### config.mk
export PLATFORM = sky130hd
export DESIGN_NAME = sarc_classifier
export DESIGN_NICKNAME = d
export VERILOG_FILES = /design/src/verilog/sarc_pkg.sv /design/src/verilog/sarc_slot_match.sv /design/src/verilog/sarc_classifier.sv
export VERILOG_INCLUDE_DIRS = /design/src /design/src/verilog
export SDC_FILE = /design/constraint.sdc
export NUM_CORES = 1
export LEC_CHECK = 0
export ABC_AREA = 1
export BUFFER_PORTS_ARGS = -buffer_cell sky130_fd_sc_hd__buf_2
export CAP_MARGIN = 15
export CORE_MARGIN = 4
export CORE_UTILIZATION = 57
export DETAILED_ROUTE_END_ITERATION = 7
export GPL_ROUTABILITY_DRIVEN = 0
export GPL_TIMING_DRIVEN = 0
export PLACE_DENSITY = 0.81
export SLEW_MARGIN = 20
export SYNTH_ARGS = -nofsm -noshare
export SYNTH_HDL_FRONTEND = slang
export SYNTH_SLANG_ARGS = --single-unit
### constraint.sdc
create_clock -name clk_sys -period 2.4 [get_ports clk_sys]
set_input_delay 0.24 -clock clk_sys [delete_from_list [all_inputs] [get_ports clk_sys]]
set_output_delay 0.24 -clock clk_sys [all_outputs]
set_load 0.005 [all_outputs]
### src/verilog/sarc_regs.svh
/*
  Register indices, reset values and field positions of the sideband
  accessory resistor classifier.
  Assumes: byte address on the bus is four times the index.
*/
`ifndef SARC_REGS_SVH
`define SARC_REGS_SVH

// ==========================================================
// Register indices
`define SARC_IDX_SLOT2_VHIGH  8'h34
`define SARC_IDX_SLOT2_VLOW   8'h35
`define SARC_IDX_SLOT2_CUR    8'h36
`define SARC_IDX_SLOT3_VHIGH  8'h37
`define SARC_IDX_SLOT3_VLOW   8'h38
`define SARC_IDX_SLOT3_CUR    8'h39
`define SARC_IDX_SLOT4_VLOW   8'h3a
`define SARC_IDX_SLOT4_VHIGH  8'h3b
`define SARC_IDX_SLOT4_CUR    8'h3c
`define SARC_IDX_IRQ_STATUS   8'h60
`define SARC_IDX_IRQ_MASK     8'h61
`define SARC_IDX_VALID        8'h62
`define SARC_IDX_RESULT       8'h63

// ==========================================================
// Reset values
`define SARC_RST_SLOT2_VHIGH  8'h74
`define SARC_RST_SLOT2_VLOW   8'h66
`define SARC_RST_SLOT2_CUR    2'h1
`define SARC_RST_SLOT3_VHIGH  8'hd9
`define SARC_RST_SLOT3_VLOW   8'hbf
`define SARC_RST_SLOT3_CUR    2'h1
`define SARC_RST_SLOT4_VLOW   8'h00
`define SARC_RST_SLOT4_VHIGH  8'h00
`define SARC_RST_SLOT4_CUR    2'h0

// ==========================================================
// Forced results and field positions
`define SARC_VADC_GROUND      8'h00
`define SARC_VADC_OPEN        8'hff
`define SARC_CUR_NONE         2'h0
`define SARC_CUR_GROUND       2'h3
`define SARC_STAT_DONE_BIT    0
`define SARC_STAT_SLOT_LSB    1
`define SARC_RESULT_CUR_LSB   8

`endif

### src/verilog/sarc_pkg.sv
/*
  Types of the sideband accessory resistor classifier.
  Assumes: nothing beyond a SystemVerilog compiler.
*/
`default_nettype none

package sarc_pkg;

  // ==========================================================
  // Pullup current codes: 2uA, 8uA, 32uA, 128uA
  typedef enum logic [1:0] {
    SARC_CUR_2UA   = 2'h0,
    SARC_CUR_8UA   = 2'h1,
    SARC_CUR_32UA  = 2'h2,
    SARC_CUR_128UA = 2'h3
  } sarc_cur_t;

  // Outcome of one measurement
  typedef enum logic [1:0] {
    SARC_OUT_NORMAL = 2'h0,
    SARC_OUT_ABORT  = 2'h1,
    SARC_OUT_GROUND = 2'h2,
    SARC_OUT_OPEN   = 2'h3
  } sarc_outcome_t;

  typedef struct packed {
    sarc_outcome_t outcome;
    logic [7:0]    vadc;
    logic [1:0]    cur_code;
  } sarc_meas_t;

  typedef struct packed {
    logic [7:0] volt_low;
    logic [7:0] volt_high;
    logic [1:0] expected_current;
  } sarc_slot_cfg_t;

endpackage

`default_nettype wire

### src/verilog/sarc_slot_match.sv
/*
  One accessory slot comparator.
  Assumes: final voltage and pullup are already forced for abort, ground, open.
*/
`default_nettype none

module sarc_slot_match (
  input  wire sarc_pkg::sarc_slot_cfg_t cfg,
  input  wire logic [7:0]               vadc,
  input  wire logic [1:0]               cur_code,
  output logic                          match
);

  // ==========================================================
  // Inclusive range and exact current code
  always_comb begin
    match = (cur_code == cfg.expected_current) &&
            (vadc >= cfg.volt_low) && (vadc <= cfg.volt_high); // RQ11
  end

endmodule // sarc_slot_match

`default_nettype wire

### src/verilog/sarc_classifier.sv
/*
  Sideband accessory resistor classifier with APB register slave.
  Assumes: measurement front end gives one-cycle meas_done with final results,
  synchronous to clk_sys; APB master per the APB protocol.
*/
`include "sarc_regs.svh"
`default_nettype none

// How it works
// RQ1 - Slot 2 valid when pullup code matches and voltage lies in its range.
// RQ2 - Slot 3 valid when pullup code matches and voltage lies in its range.
// RQ3 - Slot 4 valid when pullup code matches and voltage lies in its range.
// RQ4 - Pullup codes 0..3 mean 2, 8, 32, 128 uA, same as measured code.
// RQ5 - Thresholds are eight bits compared directly to the eight-bit result.
// RQ6 - Slot 2 resets to low 0x66 and current code 0x1.
// RQ7 - Slot 3 resets to high 0xd9, low 0xbf, current code 0x1.
// RQ8 - Slot 4 resets to low 0x00, high 0x00, current code 0x0.
// RQ9 - Voltage forced 0x00 on abort or ground, 0xff on open.
// RQ10 - Pullup forced 0b00 on abort or open, 0b11 on ground.
// RQ11 - Range inclusive at both ends; flags updated at each completed measurement.
module sarc_classifier #(
  parameter int NUM_SLOTS = 3
) (
  input  wire logic                 clk_sys,
  input  wire logic                 srst,
  input  wire logic                 psel,
  input  wire logic                 penable,
  input  wire logic                 pwrite,
  input  wire logic [11:0]          paddr,
  input  wire logic [31:0]          pwdata,
  output logic      [31:0]          prdata,
  output logic                      pready,
  output logic                      pslverr,
  input  wire logic                 meas_done,
  input  wire sarc_pkg::sarc_meas_t meas,
  output logic      [NUM_SLOTS-1:0] slot_valid,
  output logic                      irq
);

  // ==========================================================
  // Storage
  sarc_pkg::sarc_slot_cfg_t cfg_ff [NUM_SLOTS];
  logic [NUM_SLOTS:0]       status_ff;
  logic [NUM_SLOTS:0]       mask_ff;
  logic [NUM_SLOTS-1:0]     valid_ff;
  logic [7:0]               last_vadc_ff;
  logic [1:0]               last_cur_ff;
  logic [31:0]              prdata_ff;
  logic                     pready_ff;
  logic                     pslverr_ff;
  logic                     irq_ff;

  logic [7:0]               fin_vadc;
  logic [1:0]               fin_cur;
  logic [NUM_SLOTS-1:0]     match;
  logic [NUM_SLOTS:0]       nxt_status;
  logic [NUM_SLOTS:0]       set_evt;
  logic [31:0]              nxt_prdata;
  logic                     hit;
  logic                     acc;
  logic                     wr_en;
  logic [9:0]               idx;

  // ==========================================================
  // Final result forcing
  always_comb begin
    fin_vadc = meas.vadc;
    fin_cur  = meas.cur_code;
    case (meas.outcome)
      sarc_pkg::SARC_OUT_ABORT: begin
        fin_vadc = `SARC_VADC_GROUND; // RQ9
        fin_cur  = `SARC_CUR_NONE; // RQ10
      end
      sarc_pkg::SARC_OUT_GROUND: begin
        fin_vadc = `SARC_VADC_GROUND; // RQ9
        fin_cur  = `SARC_CUR_GROUND; // RQ10
      end
      sarc_pkg::SARC_OUT_OPEN: begin
        fin_vadc = `SARC_VADC_OPEN; // RQ9
        fin_cur  = `SARC_CUR_NONE; // RQ10
      end
      default: begin
        fin_vadc = meas.vadc;
        fin_cur  = meas.cur_code;
      end
    endcase
  end

  // ==========================================================
  // Slot comparators
  genvar g;
  generate
    for (g = 0; g < NUM_SLOTS; g++) begin : g_slot
      sarc_slot_match u_match (
        .cfg    (cfg_ff[g]),
        .vadc   (fin_vadc),
        .cur_code (fin_cur),
        .match  (match[g])
      ); // RQ1 RQ2 RQ3 RQ4 RQ5
    end
  endgenerate

  // ==========================================================
  // Valid flags, re-evaluated on each completed measurement
  always_ff @(posedge clk_sys) begin
    if (srst) begin
      valid_ff     <= '0;
      last_vadc_ff <= 8'h00;
      last_cur_ff  <= 2'h0;
    end else if (meas_done) begin
      valid_ff     <= match; // RQ11
      last_vadc_ff <= fin_vadc;
      last_cur_ff  <= fin_cur;
    end
  end

  // ==========================================================
  // APB decode
  always_comb begin
    acc   = psel && penable;
    idx   = paddr[11:2];
    wr_en = acc && pready_ff && pwrite && hit && !pslverr_ff;
  end

  always_comb begin
    hit        = 1'b1;
    nxt_prdata = 32'h0000_0000;
    case (idx)
      10'(`SARC_IDX_SLOT2_VHIGH): nxt_prdata[7:0] = cfg_ff[0].volt_high;
      10'(`SARC_IDX_SLOT2_VLOW):  nxt_prdata[7:0] = cfg_ff[0].volt_low;
      10'(`SARC_IDX_SLOT2_CUR):   nxt_prdata[1:0] = cfg_ff[0].expected_current;
      10'(`SARC_IDX_SLOT3_VHIGH): nxt_prdata[7:0] = cfg_ff[1].volt_high;
      10'(`SARC_IDX_SLOT3_VLOW):  nxt_prdata[7:0] = cfg_ff[1].volt_low;
      10'(`SARC_IDX_SLOT3_CUR):   nxt_prdata[1:0] = cfg_ff[1].expected_current;
      10'(`SARC_IDX_SLOT4_VLOW):  nxt_prdata[7:0] = cfg_ff[2].volt_low;
      10'(`SARC_IDX_SLOT4_VHIGH): nxt_prdata[7:0] = cfg_ff[2].volt_high;
      10'(`SARC_IDX_SLOT4_CUR):   nxt_prdata[1:0] = cfg_ff[2].expected_current;
      10'(`SARC_IDX_IRQ_STATUS):  nxt_prdata[NUM_SLOTS:0] = status_ff;
      10'(`SARC_IDX_IRQ_MASK):    nxt_prdata[NUM_SLOTS:0] = mask_ff;
      10'(`SARC_IDX_VALID):       nxt_prdata[NUM_SLOTS-1:0] = valid_ff;
      10'(`SARC_IDX_RESULT): begin
        nxt_prdata[7:0] = last_vadc_ff;
        nxt_prdata[`SARC_RESULT_CUR_LSB +: 2] = last_cur_ff;
      end
      default: hit = 1'b0;
    endcase
  end

  // ==========================================================
  // APB answer: one wait state, error on unmapped index
  always_ff @(posedge clk_sys) begin
    if (srst) begin
      pready_ff  <= 1'b0;
      pslverr_ff <= 1'b0;
      prdata_ff  <= 32'h0000_0000;
    end else if (acc && !pready_ff) begin
      pready_ff  <= 1'b1;
      pslverr_ff <= !hit;
      prdata_ff  <= pwrite ? 32'h0000_0000 : nxt_prdata;
    end else begin
      pready_ff  <= 1'b0;
      pslverr_ff <= 1'b0;
    end
  end

  // ==========================================================
  // Slot configuration registers
  always_ff @(posedge clk_sys) begin
    if (srst) begin
      cfg_ff[0] <= '{`SARC_RST_SLOT2_VLOW, `SARC_RST_SLOT2_VHIGH,
                     `SARC_RST_SLOT2_CUR}; // RQ6
      cfg_ff[1] <= '{`SARC_RST_SLOT3_VLOW, `SARC_RST_SLOT3_VHIGH,
                     `SARC_RST_SLOT3_CUR}; // RQ7
      cfg_ff[2] <= '{`SARC_RST_SLOT4_VLOW, `SARC_RST_SLOT4_VHIGH,
                     `SARC_RST_SLOT4_CUR}; // RQ8
    end else if (wr_en) begin
      case (idx)
        10'(`SARC_IDX_SLOT2_VHIGH): cfg_ff[0].volt_high        <= pwdata[7:0];
        10'(`SARC_IDX_SLOT2_VLOW):  cfg_ff[0].volt_low         <= pwdata[7:0];
        10'(`SARC_IDX_SLOT2_CUR):   cfg_ff[0].expected_current <= pwdata[1:0];
        10'(`SARC_IDX_SLOT3_VHIGH): cfg_ff[1].volt_high        <= pwdata[7:0];
        10'(`SARC_IDX_SLOT3_VLOW):  cfg_ff[1].volt_low         <= pwdata[7:0];
        10'(`SARC_IDX_SLOT3_CUR):   cfg_ff[1].expected_current <= pwdata[1:0];
        10'(`SARC_IDX_SLOT4_VLOW):  cfg_ff[2].volt_low         <= pwdata[7:0];
        10'(`SARC_IDX_SLOT4_VHIGH): cfg_ff[2].volt_high        <= pwdata[7:0];
        10'(`SARC_IDX_SLOT4_CUR):   cfg_ff[2].expected_current <= pwdata[1:0];
        default: ;
      endcase
    end
  end

  // ==========================================================
  // Interrupt status, mask and output
  always_comb begin
    set_evt = '0;
    set_evt[`SARC_STAT_DONE_BIT] = meas_done;
    set_evt[`SARC_STAT_SLOT_LSB +: NUM_SLOTS] = {NUM_SLOTS{meas_done}} & match & ~valid_ff;
    nxt_status = status_ff;
    if (wr_en && idx == 10'(`SARC_IDX_IRQ_STATUS)) begin
      nxt_status = status_ff & ~pwdata[NUM_SLOTS:0];
    end
    nxt_status = nxt_status | set_evt;
  end

  always_ff @(posedge clk_sys) begin
    if (srst) begin
      status_ff <= '0;
      mask_ff   <= '0;
      irq_ff    <= 1'b0;
    end else begin
      status_ff <= nxt_status;
      if (wr_en && idx == 10'(`SARC_IDX_IRQ_MASK)) begin
        mask_ff <= pwdata[NUM_SLOTS:0];
      end
      irq_ff <= |(nxt_status & mask_ff);
    end
  end

  // ==========================================================
  // Outputs
  always_comb begin
    prdata     = prdata_ff;
    pready     = pready_ff;
    pslverr    = pslverr_ff;
    slot_valid = valid_ff;
    irq        = irq_ff;
  end

endmodule // sarc_classifier

`default_nettype wire

==> impl_metrics.tcl <==
set metrics [dict create \
    status "complete, no violations" \
    peakVddDrop_uv 332.7 \
    clk_pin_slew_ns 0.10 \
    die_width_um 106.4 \
    yosys.area_share.simple 0.2116 \
    drc 0 \
    synth_edf_count 54 \
    dpl_cell_area_um2 6025 \
    postSynthCellCount 658 \
    fin_ws_ns 0.1190 \
    cts-buffers-inserted 9 \
    ys_seq_area_frac 0.4169 \
    port_buffers 51 \
    finalClockSkew_ns 0.02589 \
    setup-tns-final_ns 0 \
    critPathLaunchType "input pin" \
    finalCritPeriodShare 0.9504 \
    final_area_um2 6311 \
    die-height_um 106.4 \
    p_total_mw 3.241 \
    p_per_area_nw_per_um2 513.6 \
    relSlewSlack 0.4222 \
    cts_tree "built" \
    final_cells 877 \
    grt_first_pass_wirelength_um 25070 \
    ant_nets 0 \
    dr.pass1.iters 5 \
    htree_levels 3 \
    grt_max_degree 18 \
    ys_types 38 \
    tightestPinTransition_ns 0.8609 \
    start_util 0.5920 \
    ys_ff_latch 88 \
    cts_max_path_buffers 2 \
    coreArea_um2 9328 \
    antenna_found_initial 0 \
    die_area_um2 11330 \
    synthXorXnorAreaFrac 0.004759 \
    crit_type "input pin to register" \
    synth-main-ff-cell "edfxtp_1" \
    via_count 5142 \
    clk_latency_ns 0.38 \
    hold_viol_final 0 \
    synth_top_family_by_area "simple AND/OR/NAND/NOR gates" \
    diodes 0 \
    p_leak_nw 2.946 \
    hp-class "input pin to register" \
    worstSetupEndpointType "register" \
    root_buffer "clkbuf_8" \
    dpl.hpwl_um 12660 \
    async_flop_share 0 \
    min_period_ns 2.281 \
    syn_area_per_cell_um2 8.391 \
    fp-row-count 35 \
    io_pins 100 \
    hold_depth 3 \
    ys_warn_count 0 \
    finalSetupViolCount 0 \
    nNetsFinal 853 \
    drt-initial-drc-count 598 \
    vias_per_cell 5.863 \
    post_cts_buffers 0 \
    fmax_ghz 0.4384 \
    rsz0062_at_grt "true" \
    cp.required_ns 2.40 \
    rr_worst_depth 4 \
    synthMuxAreaShare 0 \
    grt_pass1_vias 4898 \
    wirelength_um 16400 \
    crit_arrival_ns 2.28 \
    area_growth_pct 14.30 \
    clock-sinks 88 \
    path_max_fanout 8 \
    dpl_worst_slack_ns -0.6576 \
    netlist_area_um2 5522 \
    max-cap-violations 0 \
    worst_hold_slack_ns 0.1621 \
    utilization 0.6766 \
    avgRoutedWirePerCell_um 18.70 \
    synth_fa_ha_area_frac 0.1088 \
    gr-total-overflow 0 \
    synth_compound_area_frac 0.1432 \
    placed_cells 860 \
    drive_gt1_frac 0.2179 \
    track_usage 0.2891 \
    slew_violations 0 \
]
## final cells by class
class | count | area [um^2]
sequential | 88 | 2302
clock buffer | 9 | 123.9
timing repair inverter | 1 | 7.507
inverter | 114 | 437.9
clock inverter | 7 | 87.58
fill | 743 | 3017
buffer | 29 | 191.4
multi-input combinational | 448 | 2736
tap | 129 | 161.4
timing repair buffer | 52 | 262.8
## sequential cells by signal, summed over array words and instances, names as in the netlist
signal and count:
status_ff 4, last_cur_ff 2, cfg_ff 54, last_vadc_ff 8, pslverr 1, slot_valid 3, mask_ff 4, prdata 10
irq 1, pready 1
## cell usage in the layout, fill, tap and decap left out, types with 2 or more instances in the layout
cell type,count
buf_2,51
buf_4,23
a211oi_1,4
nand2_8,2
a22oi_1,2
clkbuf_8,9
conb_1,22
o41ai_1,2
o22ai_1,9
a221oi_1,3
edfxtp_1,54
nand2_2,14
a21oi_1,53
o2111ai_1,2
o21ai_1,10
nor4_1,2
inv_1,97
nand3_2,3
o21ai_0,33
ha_1,48
o211ai_1,5
xnor2_1,3
nand4_1,14
nor3_1,10
inv_4,2
inv_2,15
nor2_2,11
dfxtp_1,34
inv_6,3
nor3_2,2
clkbuf_1,7
nor2_8,2
o21ai_2,9
nand3_1,18
nor2_1,45
nor2_4,8
nand2_1,105
## cells by family (layout without fill, tap and decap cells)
family / Yosys count / after routing
DFF: 88 / 88
xor gates and xnor gates: 3 / 3
and+or+nand+nor: 238 / 238
other: 1 / 22
AOI/OAI and AO/OA: 137 / 137
adders and majority gates: 48 / 48
buffers and inverters: 143 / 212
## Yosys cell counts (2+ instances only)
master / count / area (um^2)
inv_2: 7 / 26.28
a22oi_1: 2 / 15.01
nor2_4: 7 / 78.83
o22ai_1: 9 / 56.30
nand4_1: 14 / 87.58
nor3_1: 12 / 60.06
o21ai_0: 50 / 250.2
o211ai_1: 5 / 37.54
nand3_2: 3 / 30.03
nand2_2: 13 / 81.33
nor4_1: 2 / 12.51
nand2_1: 107 / 401.6
buf_4: 22 / 165.2
nand2_8: 2 / 40.04
ha_1: 48 / 600.6
nor2_8: 2 / 40.04
o41ai_1: 2 / 17.52
a221oi_1: 3 / 26.28
clkbuf_1: 7 / 26.28
inv_1: 105 / 394.1
dfxtp_1: 34 / 680.7
nand3_1: 18 / 90.09
xnor2_1: 3 / 26.28
nor2_2: 10 / 62.56
nor2_1: 47 / 176.4
edfxtp_1: 54 / 1622
a211oi_1: 4 / 30.03
o21ai_1: 2 / 10.01
a21oi_1: 54 / 270.3
o2111ai_1: 2 / 17.52
## report_power, final
part | internal, mW | total (mW) | switching [mW]
Clock | 0.504 | 1.11 | 0.604
Combinational | 0.164 | 0.476 | 0.313
Sequential | 1.63 | 1.66 | 0.0238
Total | 2.30 | 3.24 | 0.940
## critical path, cell delays in order
cell and delay, ns:
buf_2 0.13, nor2_1 0.18, nand2_1 0.12, inv_1 0.06, nand2_1 0.04, nor2_1 0.58
inv_1 0.33, o21ai_2 0.59
## final timing paths
kind | start | to | slack (ns)
setup / recovery | paddr[3] | cfg_ff[1][13] | 0.12
hold / removal | pwrite | prdata[2] | 0.16
setup reg to reg | pready | cfg_ff[1][9] | 0.21
hold reg to reg | prdata[3] | prdata[3] | 0.48
## what timing repair did
| item | in CTS | in global routing |
|---|---|---|
| pin swaps | 0 | 3 |
| hold endpoints to repair | 0 | 0 |
| hold buffers | 0 | 0 |
| gates resized for setup | 7 | 32 |
| cloned | 0 | 1 |
| endpoints found under the setup margin | 48 | 16 |
## metal layers
metal,vias to the layer above,track usage,part of all wire
li1,2349,-,-
met1,2334,0.3585,0.36
met2,379,0.4629,0.46
met3,80,0.07104,0.13
met4,0,0.1589,0.051
met5,-,0,0
(Power assumes the default switching activity.)
